`src/core/sgp_pkg.sv`:
```
// package: register map, field positions and reset values of the gp ports
package sgp_pkg;
    // ==========================================
    // i/o addresses
    localparam logic [15:0] SGP_CFG_INDEX_ADDR = 16'h002E;
    localparam logic [15:0] SGP_CFG_DATA_ADDR  = 16'h002F;
    localparam logic [15:0] SGP_P1_DATA_ADDR   = 16'h0078;
    localparam logic [15:0] SGP_P2_DATA_ADDR   = 16'h007C;
    // offsets after a data register
    localparam logic [1:0]  SGP_OFS_DATA  = 2'h0;
    localparam logic [1:0]  SGP_OFS_DIR   = 2'h1;
    localparam logic [1:0]  SGP_OFS_OTYPE = 2'h2;
    localparam logic [1:0]  SGP_OFS_PULL  = 2'h3;
    // ==========================================
    // configuration space
    localparam logic [7:0]  SGP_CFG_LDN_INDEX = 8'h07;
    localparam logic [7:0]  SGP_LDN_GPIO      = 8'h07;
    localparam logic [7:0]  SGP_LDN_RESET     = 8'h00;
    localparam logic [7:0]  SGP_CFG_ACT_INDEX = 8'h30;
    localparam logic [7:0]  SGP_CFG_BASE_HI   = 8'h60;
    localparam logic [7:0]  SGP_CFG_BASE_LO   = 8'h61;
    localparam int          SGP_NUM_LDN       = 9;
    // ==========================================
    // port one fields
    localparam int SGP_P1_DISKETTE_BIT = 7;
    localparam int SGP_P1_FLASH_BIT    = 6;
    localparam int SGP_P1_PRI_CBL_BIT  = 5;
    localparam int SGP_P1_SEC_CBL_BIT  = 4;
    localparam int SGP_P1_FRAC_LSB     = 2;
    localparam int SGP_P1_FREQ_LSB     = 0;
    // port two fields
    localparam int SGP_P2_XBUS_LSB     = 4;
    localparam int SGP_P2_BIG_CACHE    = 6;
    localparam int SGP_P2_ONBOARD      = 3;
    localparam int SGP_P2_SMALL_CACHE  = 2;
    localparam int SGP_P2_SM_DATA      = 1;
    localparam int SGP_P2_SM_CLOCK     = 0;
    // ==========================================
    // reset values: port one drives protect bits low (protected)
    localparam logic [7:0] SGP_P1_DIR_RESET  = 8'hC0;
    localparam logic [7:0] SGP_P1_OUT_RESET  = 8'h00;
    localparam logic [7:0] SGP_P2_DIR_RESET  = 8'h00;
    localparam logic [7:0] SGP_P2_OUT_RESET  = 8'hFF;
    localparam logic [7:0] SGP_OTYPE_RESET   = 8'h00;
    localparam logic [7:0] SGP_PULL_RESET    = 8'h00;
    // port two pins that exist (15 pins in total with port one's 8)
    localparam logic [7:0] SGP_P2_PIN_MASK   = 8'hF7;
    // fraction and frequency codes
    localparam logic [1:0] SGP_FRAC_2_5 = 2'h0;
    localparam logic [1:0] SGP_FRAC_1_2 = 2'h2;
    localparam logic [1:0] SGP_FRAC_1_3 = 2'h1;
    localparam logic [1:0] SGP_FRAC_2_7 = 2'h3;
    localparam logic [1:0] SGP_FREQ_TRI = 2'h0;
    localparam logic [1:0] SGP_FREQ_66  = 2'h1;
    localparam logic [1:0] SGP_FREQ_50  = 2'h2;
    localparam logic [1:0] SGP_FREQ_60  = 2'h3;
endpackage

```
`src/core/sgp_ports.sv`:
```
// gp port block: i/o-mapped data/control registers and config index/data
//
// Summary of operation
// [RULE1] host writes index then config data
// [RULE2] logical device select picks owned config set
// [RULE3] fifteen pins, each input or output
// [RULE4] port one data then three control addresses
// [RULE5] port two data then three control addresses
// [RULE6] port one bit7 zero forces diskette protect
// [RULE7] port one bit6 zero protects flash rom
// [RULE8] bits five four report cable type
// [RULE9] bits three two give bus fraction
// [RULE10] bits one zero give bus frequency
// [RULE11] port two bit6 reads big cache
// [RULE12] port two bit2 reads small cache
// [RULE13] port two bit3 one means onboard cache
// [RULE14] port two bits one zero serial bus
// [RULE15] port two bits seven-four expansion bus
// [RULE16] read returns pin or written value
`timescale 1ns/1ps
module sgp_ports
    import sgp_pkg::*;
(
    // clock and reset
    input  wire logic        clk_sys,
    input  wire logic        reset_n,
    // host i/o cycle
    input  wire logic [15:0] io_addr,
    input  wire logic        io_wr,
    input  wire logic        io_rd,
    input  wire logic [7:0]  io_wdata,
    output logic      [7:0]  io_rdata,
    output logic             io_sel,
    // port one pins
    input  wire logic [7:0]  port_one_in,
    output logic      [7:0]  port_one_out,
    output logic      [7:0]  port_one_oe_n,
    // port two pins
    input  wire logic [7:0]  port_two_in,
    output logic      [7:0]  port_two_out,
    output logic      [7:0]  port_two_oe_n,
    // pull-up enables towards the pads
    output logic      [7:0]  port_one_pull,
    output logic      [7:0]  port_two_pull,
    // decoded board functions
    output logic             diskette_protect_out,
    output logic             flash_protect_out,
    output logic      [1:0]  bus_fraction_code,
    output logic      [1:0]  bus_freq_code
);
    import sgp_pkg::*;

    // ==========================================
    // decode
    // port select: 0 none, 1 port one, 2 port two, sub-offset in low bits
    function automatic logic [1:0] port_hit(input logic [15:0] a);
        if (a[15:2] == SGP_P1_DATA_ADDR[15:2])
            return 2'd1;
        else if (a[15:2] == SGP_P2_DATA_ADDR[15:2])
            return 2'd2;
        else
            return 2'd0;
    endfunction

    // mixes pin level and latch per direction bit, 1 = output
    function automatic logic [7:0] mix(input logic [7:0] dir,
                                       input logic [7:0] latch,
                                       input logic [7:0] pins);
        return (dir & latch) | (~dir & pins);
    endfunction

    logic [1:0] hit;
    logic [1:0] sub;
    logic       cfg_idx_hit;
    logic       cfg_dat_hit;
    assign hit         = port_hit(io_addr);           // RULE4 RULE5
    assign sub         = io_addr[1:0];
    assign cfg_idx_hit = io_addr == SGP_CFG_INDEX_ADDR;
    assign cfg_dat_hit = io_addr == SGP_CFG_DATA_ADDR;
    assign io_sel      = (hit != 2'd0) | cfg_idx_hit | cfg_dat_hit;

    // ==========================================
    // configuration index and logical device select
    logic [7:0] cfg_index_r;
    logic [7:0] ldn_r;
    logic [7:0] ldn_act_r  [SGP_NUM_LDN];
    logic [7:0] ldn_bhi_r  [SGP_NUM_LDN];
    logic [7:0] ldn_blo_r  [SGP_NUM_LDN];
    logic       ldn_ok;
    logic [3:0] ldn_i;
    assign ldn_ok = ldn_r < 8'(SGP_NUM_LDN);
    assign ldn_i  = ldn_r[3:0];

    // data port only acts on the index written before it
    always_ff @(posedge clk_sys or negedge reset_n) begin
        if (!reset_n) begin
            cfg_index_r <= 8'h00;
        end else if (io_wr && cfg_idx_hit) begin
            cfg_index_r <= io_wdata;                  // RULE1
        end
    end

    // device select steers which owned register set the data port reaches
    always_ff @(posedge clk_sys or negedge reset_n) begin
        if (!reset_n) begin
            ldn_r <= SGP_LDN_RESET;
        end else if (io_wr && cfg_dat_hit
                     && cfg_index_r == SGP_CFG_LDN_INDEX) begin
            ldn_r <= io_wdata;                        // RULE2
        end
    end

    // per-device activate and base registers; writes to absent devices drop
    always_ff @(posedge clk_sys or negedge reset_n) begin
        if (!reset_n) begin
            for (int i = 0; i < SGP_NUM_LDN; i++) begin
                ldn_act_r[i] <= 8'h00;
                ldn_bhi_r[i] <= 8'h00;
                ldn_blo_r[i] <= 8'h00;
            end
        end else if (io_wr && cfg_dat_hit && ldn_ok) begin
            case (cfg_index_r)                        // RULE2
                SGP_CFG_ACT_INDEX: ldn_act_r[ldn_i] <= io_wdata;
                SGP_CFG_BASE_HI:   ldn_bhi_r[ldn_i] <= io_wdata;
                SGP_CFG_BASE_LO:   ldn_blo_r[ldn_i] <= io_wdata;
                default: ;
            endcase
        end
    end

    // ==========================================
    // port registers
    logic [7:0] p1_out_r, p1_dir_r, p1_ot_r, p1_pu_r;
    logic [7:0] p2_out_r, p2_dir_r, p2_ot_r, p2_pu_r;

    // output latches keep written values even for input bits; pins only
    // follow them once the direction bit turns the driver on
    always_ff @(posedge clk_sys or negedge reset_n) begin
        if (!reset_n) begin
            p1_out_r <= SGP_P1_OUT_RESET;
            p1_dir_r <= SGP_P1_DIR_RESET;
            p1_ot_r  <= SGP_OTYPE_RESET;
            p1_pu_r  <= SGP_PULL_RESET;
        end else if (io_wr && hit == 2'd1) begin
            case (sub)                                // RULE4
                SGP_OFS_DATA:  p1_out_r <= io_wdata;  // RULE6 RULE7
                SGP_OFS_DIR:   p1_dir_r <= io_wdata;  // RULE3
                SGP_OFS_OTYPE: p1_ot_r  <= io_wdata;
                SGP_OFS_PULL:  p1_pu_r  <= io_wdata;
                default: ;
            endcase
        end
    end

    // port two: bit 3 has no pad, so its direction is held at input
    always_ff @(posedge clk_sys or negedge reset_n) begin
        if (!reset_n) begin
            p2_out_r <= SGP_P2_OUT_RESET;
            p2_dir_r <= SGP_P2_DIR_RESET;
            p2_ot_r  <= SGP_OTYPE_RESET;
            p2_pu_r  <= SGP_PULL_RESET;
        end else if (io_wr && hit == 2'd2) begin
            case (sub)                                // RULE5
                SGP_OFS_DATA:  p2_out_r <= io_wdata;  // RULE14 RULE15
                SGP_OFS_DIR:   p2_dir_r <= io_wdata & SGP_P2_PIN_MASK; // RULE3
                SGP_OFS_OTYPE: p2_ot_r  <= io_wdata;
                SGP_OFS_PULL:  p2_pu_r  <= io_wdata;
                default: ;
            endcase
        end
    end

    // ==========================================
    // pads: output type 0 = open drain (only drives low), 1 = push-pull
    always_comb begin
        port_one_out  = p1_out_r;
        port_two_out  = p2_out_r;
        // RULE16: input bits never turn on a driver
        port_one_oe_n = ~(p1_dir_r & (p1_ot_r | ~p1_out_r));  // RULE16
        port_two_oe_n = ~(p2_dir_r & (p2_ot_r | ~p2_out_r));  // RULE14 RULE15
        port_one_pull = p1_pu_r;
        port_two_pull = p2_pu_r;
    end

    // board functions: bus codes decoded from the live port values, protect lines from the latch
    logic [7:0] p1_view, p2_view;
    assign p1_view = mix(p1_dir_r, p1_out_r, port_one_in);    // RULE16
    assign p2_view = mix(p2_dir_r, p2_out_r, port_two_in);    // RULE16

    // protect lines are active when the latch reads 0
    always_comb begin
        diskette_protect_out = ~p1_out_r[SGP_P1_DISKETTE_BIT];  // RULE6
        flash_protect_out    = ~p1_out_r[SGP_P1_FLASH_BIT];     // RULE7
    end

    // strap codes registered so data outputs come from flip-flops
    always_ff @(posedge clk_sys or negedge reset_n) begin
        if (!reset_n) begin
            bus_fraction_code <= SGP_FRAC_2_5;
            bus_freq_code     <= SGP_FREQ_TRI;
        end else begin
            bus_fraction_code <= p1_view[SGP_P1_FRAC_LSB +: 2];  // RULE9
            bus_freq_code     <= p1_view[SGP_P1_FREQ_LSB +: 2];  // RULE10
        end
    end

    // ==========================================
    // read data: cable, cache and strap bits pass straight from the pins while their
    // direction bits select input, so software sees the raw levels; registered for a clean data output
    logic [7:0] rd_nxt;
    logic [7:0] cfg_rd;
    always_comb begin
        cfg_rd = 8'h00;
        case (cfg_index_r)
            SGP_CFG_LDN_INDEX: cfg_rd = ldn_r;
            SGP_CFG_ACT_INDEX: cfg_rd = ldn_ok ? ldn_act_r[ldn_i] : 8'h00;
            SGP_CFG_BASE_HI:   cfg_rd = ldn_ok ? ldn_bhi_r[ldn_i] : 8'h00;
            SGP_CFG_BASE_LO:   cfg_rd = ldn_ok ? ldn_blo_r[ldn_i] : 8'h00;
            default:           cfg_rd = 8'h00;
        endcase
    end

    always_comb begin
        rd_nxt = 8'h00;
        if (cfg_idx_hit)
            rd_nxt = cfg_index_r;
        else if (cfg_dat_hit)
            rd_nxt = cfg_rd;
        else if (hit == 2'd1) begin
            case (sub)
                SGP_OFS_DATA:  rd_nxt = p1_view;      // RULE8 RULE16
                SGP_OFS_DIR:   rd_nxt = p1_dir_r;
                SGP_OFS_OTYPE: rd_nxt = p1_ot_r;
                default:       rd_nxt = p1_pu_r;
            endcase
        end else if (hit == 2'd2) begin
            case (sub)
                SGP_OFS_DATA:  rd_nxt = p2_view;      // RULE11 RULE12 RULE13
                SGP_OFS_DIR:   rd_nxt = p2_dir_r;
                SGP_OFS_OTYPE: rd_nxt = p2_ot_r;
                default:       rd_nxt = p2_pu_r;
            endcase
        end
    end

    always_ff @(posedge clk_sys or negedge reset_n) begin
        if (!reset_n)
            io_rdata <= 8'h00;
        else if (io_rd)
            io_rdata <= rd_nxt;
    end
endmodule

```
`config.mk`:
```
export PLATFORM = sky130hd
export DESIGN_NAME = sgp_ports
export DESIGN_NICKNAME = d
export VERILOG_FILES = /design/src/core/sgp_pkg.sv /design/src/core/sgp_ports.sv
export SDC_FILE = /design/constraint.sdc
export NUM_CORES = 1
export LEC_CHECK = 0
export BUFFER_PORTS_ARGS = -buffer_cell sky130_fd_sc_hd__buf_2
export CAP_MARGIN = 20
export CORE_UTILIZATION = 51
export DETAILED_ROUTE_END_ITERATION = 8
export PLACE_DENSITY_LB_ADDON = 0.25
export SLEW_MARGIN = 20
export SYNTH_ARGS = -nofsm -noshare
export SYNTH_HDL_FRONTEND = slang
export SYNTH_SLANG_ARGS = --single-unit
```
`constraint.sdc`:
```
create_clock -name clk_sys -period 4 [get_ports clk_sys]
set_clock_uncertainty 0.05 [all_clocks]
set_input_delay 0.6 -clock clk_sys [delete_from_list [all_inputs] [get_ports clk_sys]]
set_output_delay 0.6 -clock clk_sys [all_outputs]
set_load 0.1 [all_outputs]
```
### Word-level counts from Yosys, hierarchy flattened

Index checks and enable logic that the tools add are counted.

| storage, ports and cells | value |
|---|---|
| register bits | 307 |
| input port bits | 44 |
| output and inout bits | 63 |
| logic and storage cells | 123 |

| operators by class | value |
|---|---|
| order comparisons | 3 |
| equal/unequal tests | 13 |
| mux-type cells | 26 |
| bitwise logic cells | 21 |
| reductions and logical operators | 20 |

Operators with widths:

| operator | count |
|---|---|
| bitwise mux 72 bit | 3 |
| 2-to-1 mux 8 bit | 14 |
| binary-select mux 8 bit (select 4 bit) | 3 |
| bitwise AND 8 bit | 6 |
| inverter 8 bit | 6 |
| case mux 8 bit (3 select lines) | 2 |
| demux 8 bit (select 4 bit) | 1 |
| == test 16 x 6 -> 1 bit (second input constant) | 2 |
| OR 8 bit | 4 |
| case mux 8 bit (4 select lines) | 1 |
| == test 14 x 5 -> 1 bit (second input constant) | 2 |
| AND reduction 2 bit | 11 |
| == test 8 x 7 -> 1 bit (second input constant) | 2 |
| == test 8 x 3 -> 1 bit (second input constant) | 1 |
| == test 8 x 6 -> 1 bit (second input constant) | 1 |
| < comparator 8 x 4 -> 1 bit (second input constant) | 1 |
| logical AND 1 bit | 7 |
| == test 2 bit (second input constant) | 3 |
| >= comparator 5 bit (second input constant) | 1 |
| < comparator 5 x 1 -> 1 bit (second input constant) | 1 |
| inverter 4 -> 5 bit | 1 |
| == test 2 x 1 -> 1 bit (second input constant) | 2 |
| 2-to-1 mux 2 bit | 2 |
| zero test 2 bit | 1 |
| 3 further kinds | 5 |

### Logic depth before layout (Yosys ltp)

| depth | value |
|---|---|
| depth in word-level cells | 8 |
| gate-level depth with buffers | 10 |
| gate-level depth less buffers | 6 |

### Worst setup path before layout

OpenSTA, ideal clock, no wires.

| timing path | value |
|---|---|
| path type | reg2out |
| start | reg p1_out_r[6] (netlist: port_one_out[6]) |
| end | out port_one_oe_n[6] |
| arrival | 3,926 ps |
| data required time | 3,350 ps |
| path slack | -576 ps |
| stages on the path, launching flop included | 3 |
| path buffers | 0 |
| path through | dfrtp_1 inv_1 o21ai_0 |

| between the ends | value |
|---|---|
| word-level cells in the longest chain between the ends | 4 |

RTL lines:

| item | line | text |
|---|---|---|
| start, declared | sgp_ports.sv:133 | `logic [7:0] p1_out_r, p1_dir_r, p1_ot_r, p1_pu_r;` |
| start signal, assigned | sgp_ports.sv:146 | `SGP_OFS_DATA: p1_out_r <= io_wdata;` |
| inverter 8 bit | sgp_ports.sv:179 | `port_one_oe_n = ~(p1_dir_r & (p1_ot_r \| ~p1_out_r));` |
| OR 8 bit | sgp_ports.sv:179 |  |
| bitwise AND 8 bit | sgp_ports.sv:179 |  |
| inverter 8 bit | sgp_ports.sv:179 |  |
| end, declared | sgp_ports.sv:37 | `output logic [7:0] port_one_oe_n,` |

Every way passes these cells.

### Final worst setup path

| timing path | value |
|---|---|
| start | in io_addr[7] |
| end | reg ldn_blo_r[20] (netlist bit) |

| between the ends | value |
|---|---|
| word-level cells in the longest chain between the ends | 4 |

RTL lines:

| item | line | text |
|---|---|---|
| start, declared | sgp_ports.sv:28 | `input wire logic [15:0] io_addr,` |
| == test 16 x 6 -> 1 bit | sgp_ports.sv:79 | `assign cfg_dat_hit = io_addr == SGP_CFG_DATA_ADDR;` |
| logical AND 1 bit (2 in series) | sgp_ports.sv:121 | `end else if (io_wr && cfg_dat_hit && ldn_ok) begin` |
| AND reduction 2 bit (no line) | n/a |  |
| end signal, assigned by index | sgp_ports.sv:125 | `SGP_CFG_BASE_LO: ldn_blo_r[ldn_i] <= io_wdata;` |
| end, declared | sgp_ports.sv:88 | `logic [7:0] ldn_blo_r [SGP_NUM_LDN];` |

Every way passes these cells.
A chain may end at the register's enable or synchronous reset.

==> out/metrics.cfg <==
[detailed_routing]
detail-route-antenna-nets = 0
wl_met3_um = 2150
drt_iter0_drc = 815
wl_per_cell_um = 23.2
drt_pass1_iterations = 5
viasPerCell = 6.14
top_layer = met4
drc = 0
wl_um = 38200
wl_met2_um = 17700
met1_length_um = 17200
routed-via-count = 10100

[layout]
multiInputGateArea_mm2 = 0.00683
drive_gt1_share_pct = 42.8
finalNetCount = 1279
syn_to_final_growth_pct = 14.1
post-route-cell-area_mm2 = 0.0170
n_fill_cell = 2365
regArea_mm2 = 0.00770

[sta]
hold_viol = 0
finalCritPeriodShare_pct = 76.4
post-route-worst-setup-slack_ps = 944
max_slew_margin_pct = 38.6
max_freq_mhz = 327
min_period_ps = 3060
slew_violations = 0
timing_worst_slew_pin_value_ps = 920
rsz0062_at_grt = no
fin_setup_tns_ps = 0
setup_viol = 0

[synth]
synth-seq-area-share_pct = 51.5
ys_warn_count = 0
synth-main-ff-cell = dfrtp_1
postSynthCellCount = 1145
synth_area_per_cell_um2 = 13.0
synth_cell_types = 72
ys_seq_elements = 307
synth-edff-count = 0
synthesis.nets = 1189
synth-async-reset-ratio_pct = 100
netlist_area_mm2 = 0.0149

[setup_path]
r2r_cells = 6
r2r-start = ldn_r[7]$_DFFE_PN0P_
cp_max_fo = 10
endpoint_kind = flip-flop
reg2reg_to = ldn_blo_r[20]$_DFFE_PN0P_
worst_setup_path_start_kind = input port
cp.arrival_ps = 3380
crit_required_ps = 4330
path_class = in -> reg
r2r_slack_ps = 950

[power]
power_frac_seq_pct = 47.3
vdd_drop_max_uv = 322
cellLeakagePower_uw = 0.00809
sw_frac_of_total_pct = 22.2
p_int_uw = 5130
p_clk_share_pct = 48.3
power_density_mw_per_mm2 = 387
power_frac_comb_pct = 4.4
switchingPower_uw = 1470

[placed_design]
place_ws_ps = 496
postPlaceCellArea_mm2 = 0.0159
routabilityCongestion = 0.939
io_buffer_count = 105
place_hpwl_um = 25400

[floorplanning]
core_area_mm2 = 0.0288
rows = 62
die_area_mm2 = 0.0300
die_w_um = 173
top_level_ports = 107
start_util_pct = 51.9
die_h_um = 173

[clock_tree]
cts_root_buf = clkbuf_16
cts_hold_buffers = 0
post_cts_buffers = 0
clk_pin_slew_ps = 60
clkSinkCount = 307
tritoncts = built
cts-resized-gates = 0
cts.htree.levels = 2
clock_path_buffers = 3
clock_latency_ps = 510
tritoncts.num_buffers = 34

[grt]
first_global_vias = 10300
grt_pass1_wl_um = 61000
grt_overflow = 0
gr-usage-all-layers_pct = 26.3
grt_max_degree = 113
grt_antenna_before_repair = 0

[outcome]
status = complete, no violations

[hold_path]
holdCritPathClass = in -> async

[job]
max_cap_violations = 0

[critical path: stages]
cell,delay [ps]
buf_2,100
or4_4,580
nor4_4,510
nand3_4,310
buf_4,320
nor4_4,550
mux2_2,400
[state kept, by name, summed over array words and instances (netlist names)]
register and count:
ldn_act_r 72, ldn_bhi_r 72, ldn_blo_r 72, cfg_index_r 8, io_rdata 8, ldn_r 8, p1_dir_r 8, p1_ot_r 8
p2_ot_r 8, port_one_out 8, port_one_pull 8, port_two_out 8, port_two_pull 8, p2_dir_r 7, bus_fraction_code 2, bus_freq_code 2
[final cells by class]
cell class | instances | share of cell area (%)
flip-flops and latches | 307 | 45.2
multi-input cells | 737 | 40.1
clock buffers | 51 | 6.21
repair buffers | 135 | 4.61
well taps | 384 | 2.82
clock inverters | 10 | 0.602
inverters | 20 | 0.441
diodes | 1 | 0.0147
[synthesized netlist by cell type, types with 9 or more instances]
master,count,area [µm²]
nand2_1,66,248
o21ai_0,43,215
buf_2,9,45.0
nor3_1,12,60.1
buf_1,15,56.3
mux2_1,9,101
clkbuf_1,54,203
mux2_2,274,3090
nand2b_1,9,56.3
mux2i_1,54,541
o221ai_1,9,78.8
nor2_1,21,78.8
inv_1,20,75.1
nand3_1,17,85.1
dfstp_2,10,263
mux4_2,26,586
dfrtp_1,297,7430
a21oi_1,23,115
o22ai_1,19,119
[power by group through the flow]
stage	Sequential, µW	Combinational [µW]	Clock (µW)
after floorplan	3230	90.9	0
after global placement	3180	292	0
after detailed placement	3180	295	0
after CTS	3120	296	3230
after global routing	3120	317	3350
final	3120	291	3180
[worst max path at each step]
stage / to / slack, ps / cells after the start / startpoint
detailed placement: ldn_blo_r[8]$_DFFE_PN0P_ / 500 / 7 / io_addr[7]
global route: ldn_act_r[26]$_DFFE_PN0P_ / 760 / 6 / ldn_r[0]$_DFFE_PN0P_
finish: ldn_blo_r[20]$_DFFE_PN0P_ / 940 / 7 / io_addr[7]
floorplan: port_one_oe_n[0] / 170 / 2 / port_one_out[0]$_DFFE_PN0P_
global placement: ldn_blo_r[8]$_DFFE_PN0P_ / 540 / 7 / io_addr[7]
CTS: ldn_blo_r[33]$_DFFE_PN0P_ / 980 / 6 / ldn_r[7]$_DFFE_PN0P_
[stage by stage]
| step | instances | power (µW) | hold slack [ps] | utilization [%] |
|---|---|---|---|---|
| after floorplan | 1145 | 3320 | 254 | - |
| after global placement | 1583 | 3470 | 419 | 55.2 |
| after detailed placement | 1583 | 3470 | 431 | 55.2 |
| after CTS | 1644 | 6640 | 27.8 | 59.2 |
| after global routing | 1644 | 6780 | 47.1 | 59.2 |
| final | 1645 | 6590 | 0.601 | 59.2 |
[routing by layer]
| metal | vias to the layer above | global-route usage, % |
|---|---|---|
| met5 | - | 0 |
| met1 | 5215 | 36.6 |
| met2 | 351 | 41.7 |
| met4 | 0 | 8.78 |
| li1 | 4461 | - |
| met3 | 78 | 4.68 |
[kinds of logic after synthesis]
group | after synthesis | share of synthesized area (%)
other cells | 1 | 0.0251
compound gates | 164 | 7.34
simple gates | 201 | 8.71
mux | 371 | 29.7
flops | 307 | 51.5
buf+inv | 101 | 2.71
[placed cells by master, fill, tap and decap left out, types with 5 or more instances in the layout]
master / n
a22oi_1: 7
nor3b_1: 5
o21ai_0: 41
mux4_2: 26
dfrtp_1: 295
a2bb2oi_1: 8
a22o_1: 6
or3_1: 5
clkbuf_1: 6
mux2_2: 274
clkbuf_8: 8
and3_1: 8
o22ai_1: 19
nand2_1: 66
a211oi_1: 6
nor4_4: 8
inv_1: 20
a31oi_1: 7
a221oi_1: 8
o221ai_1: 9
clkinv_2: 7
dfstp_2: 10
nor2_1: 21
buf_2: 104
or4_1: 5
a21o_1: 6
mux2_1: 9
clkbuf_16: 37
nand2b_1: 9
mux2_4: 8
mux2i_1: 54
a21oi_1: 23
nor3_4: 7
nand3_1: 17
buf_4: 28
nor3_1: 12
nor2b_1: 5
(Power assumes the default switching activity.)
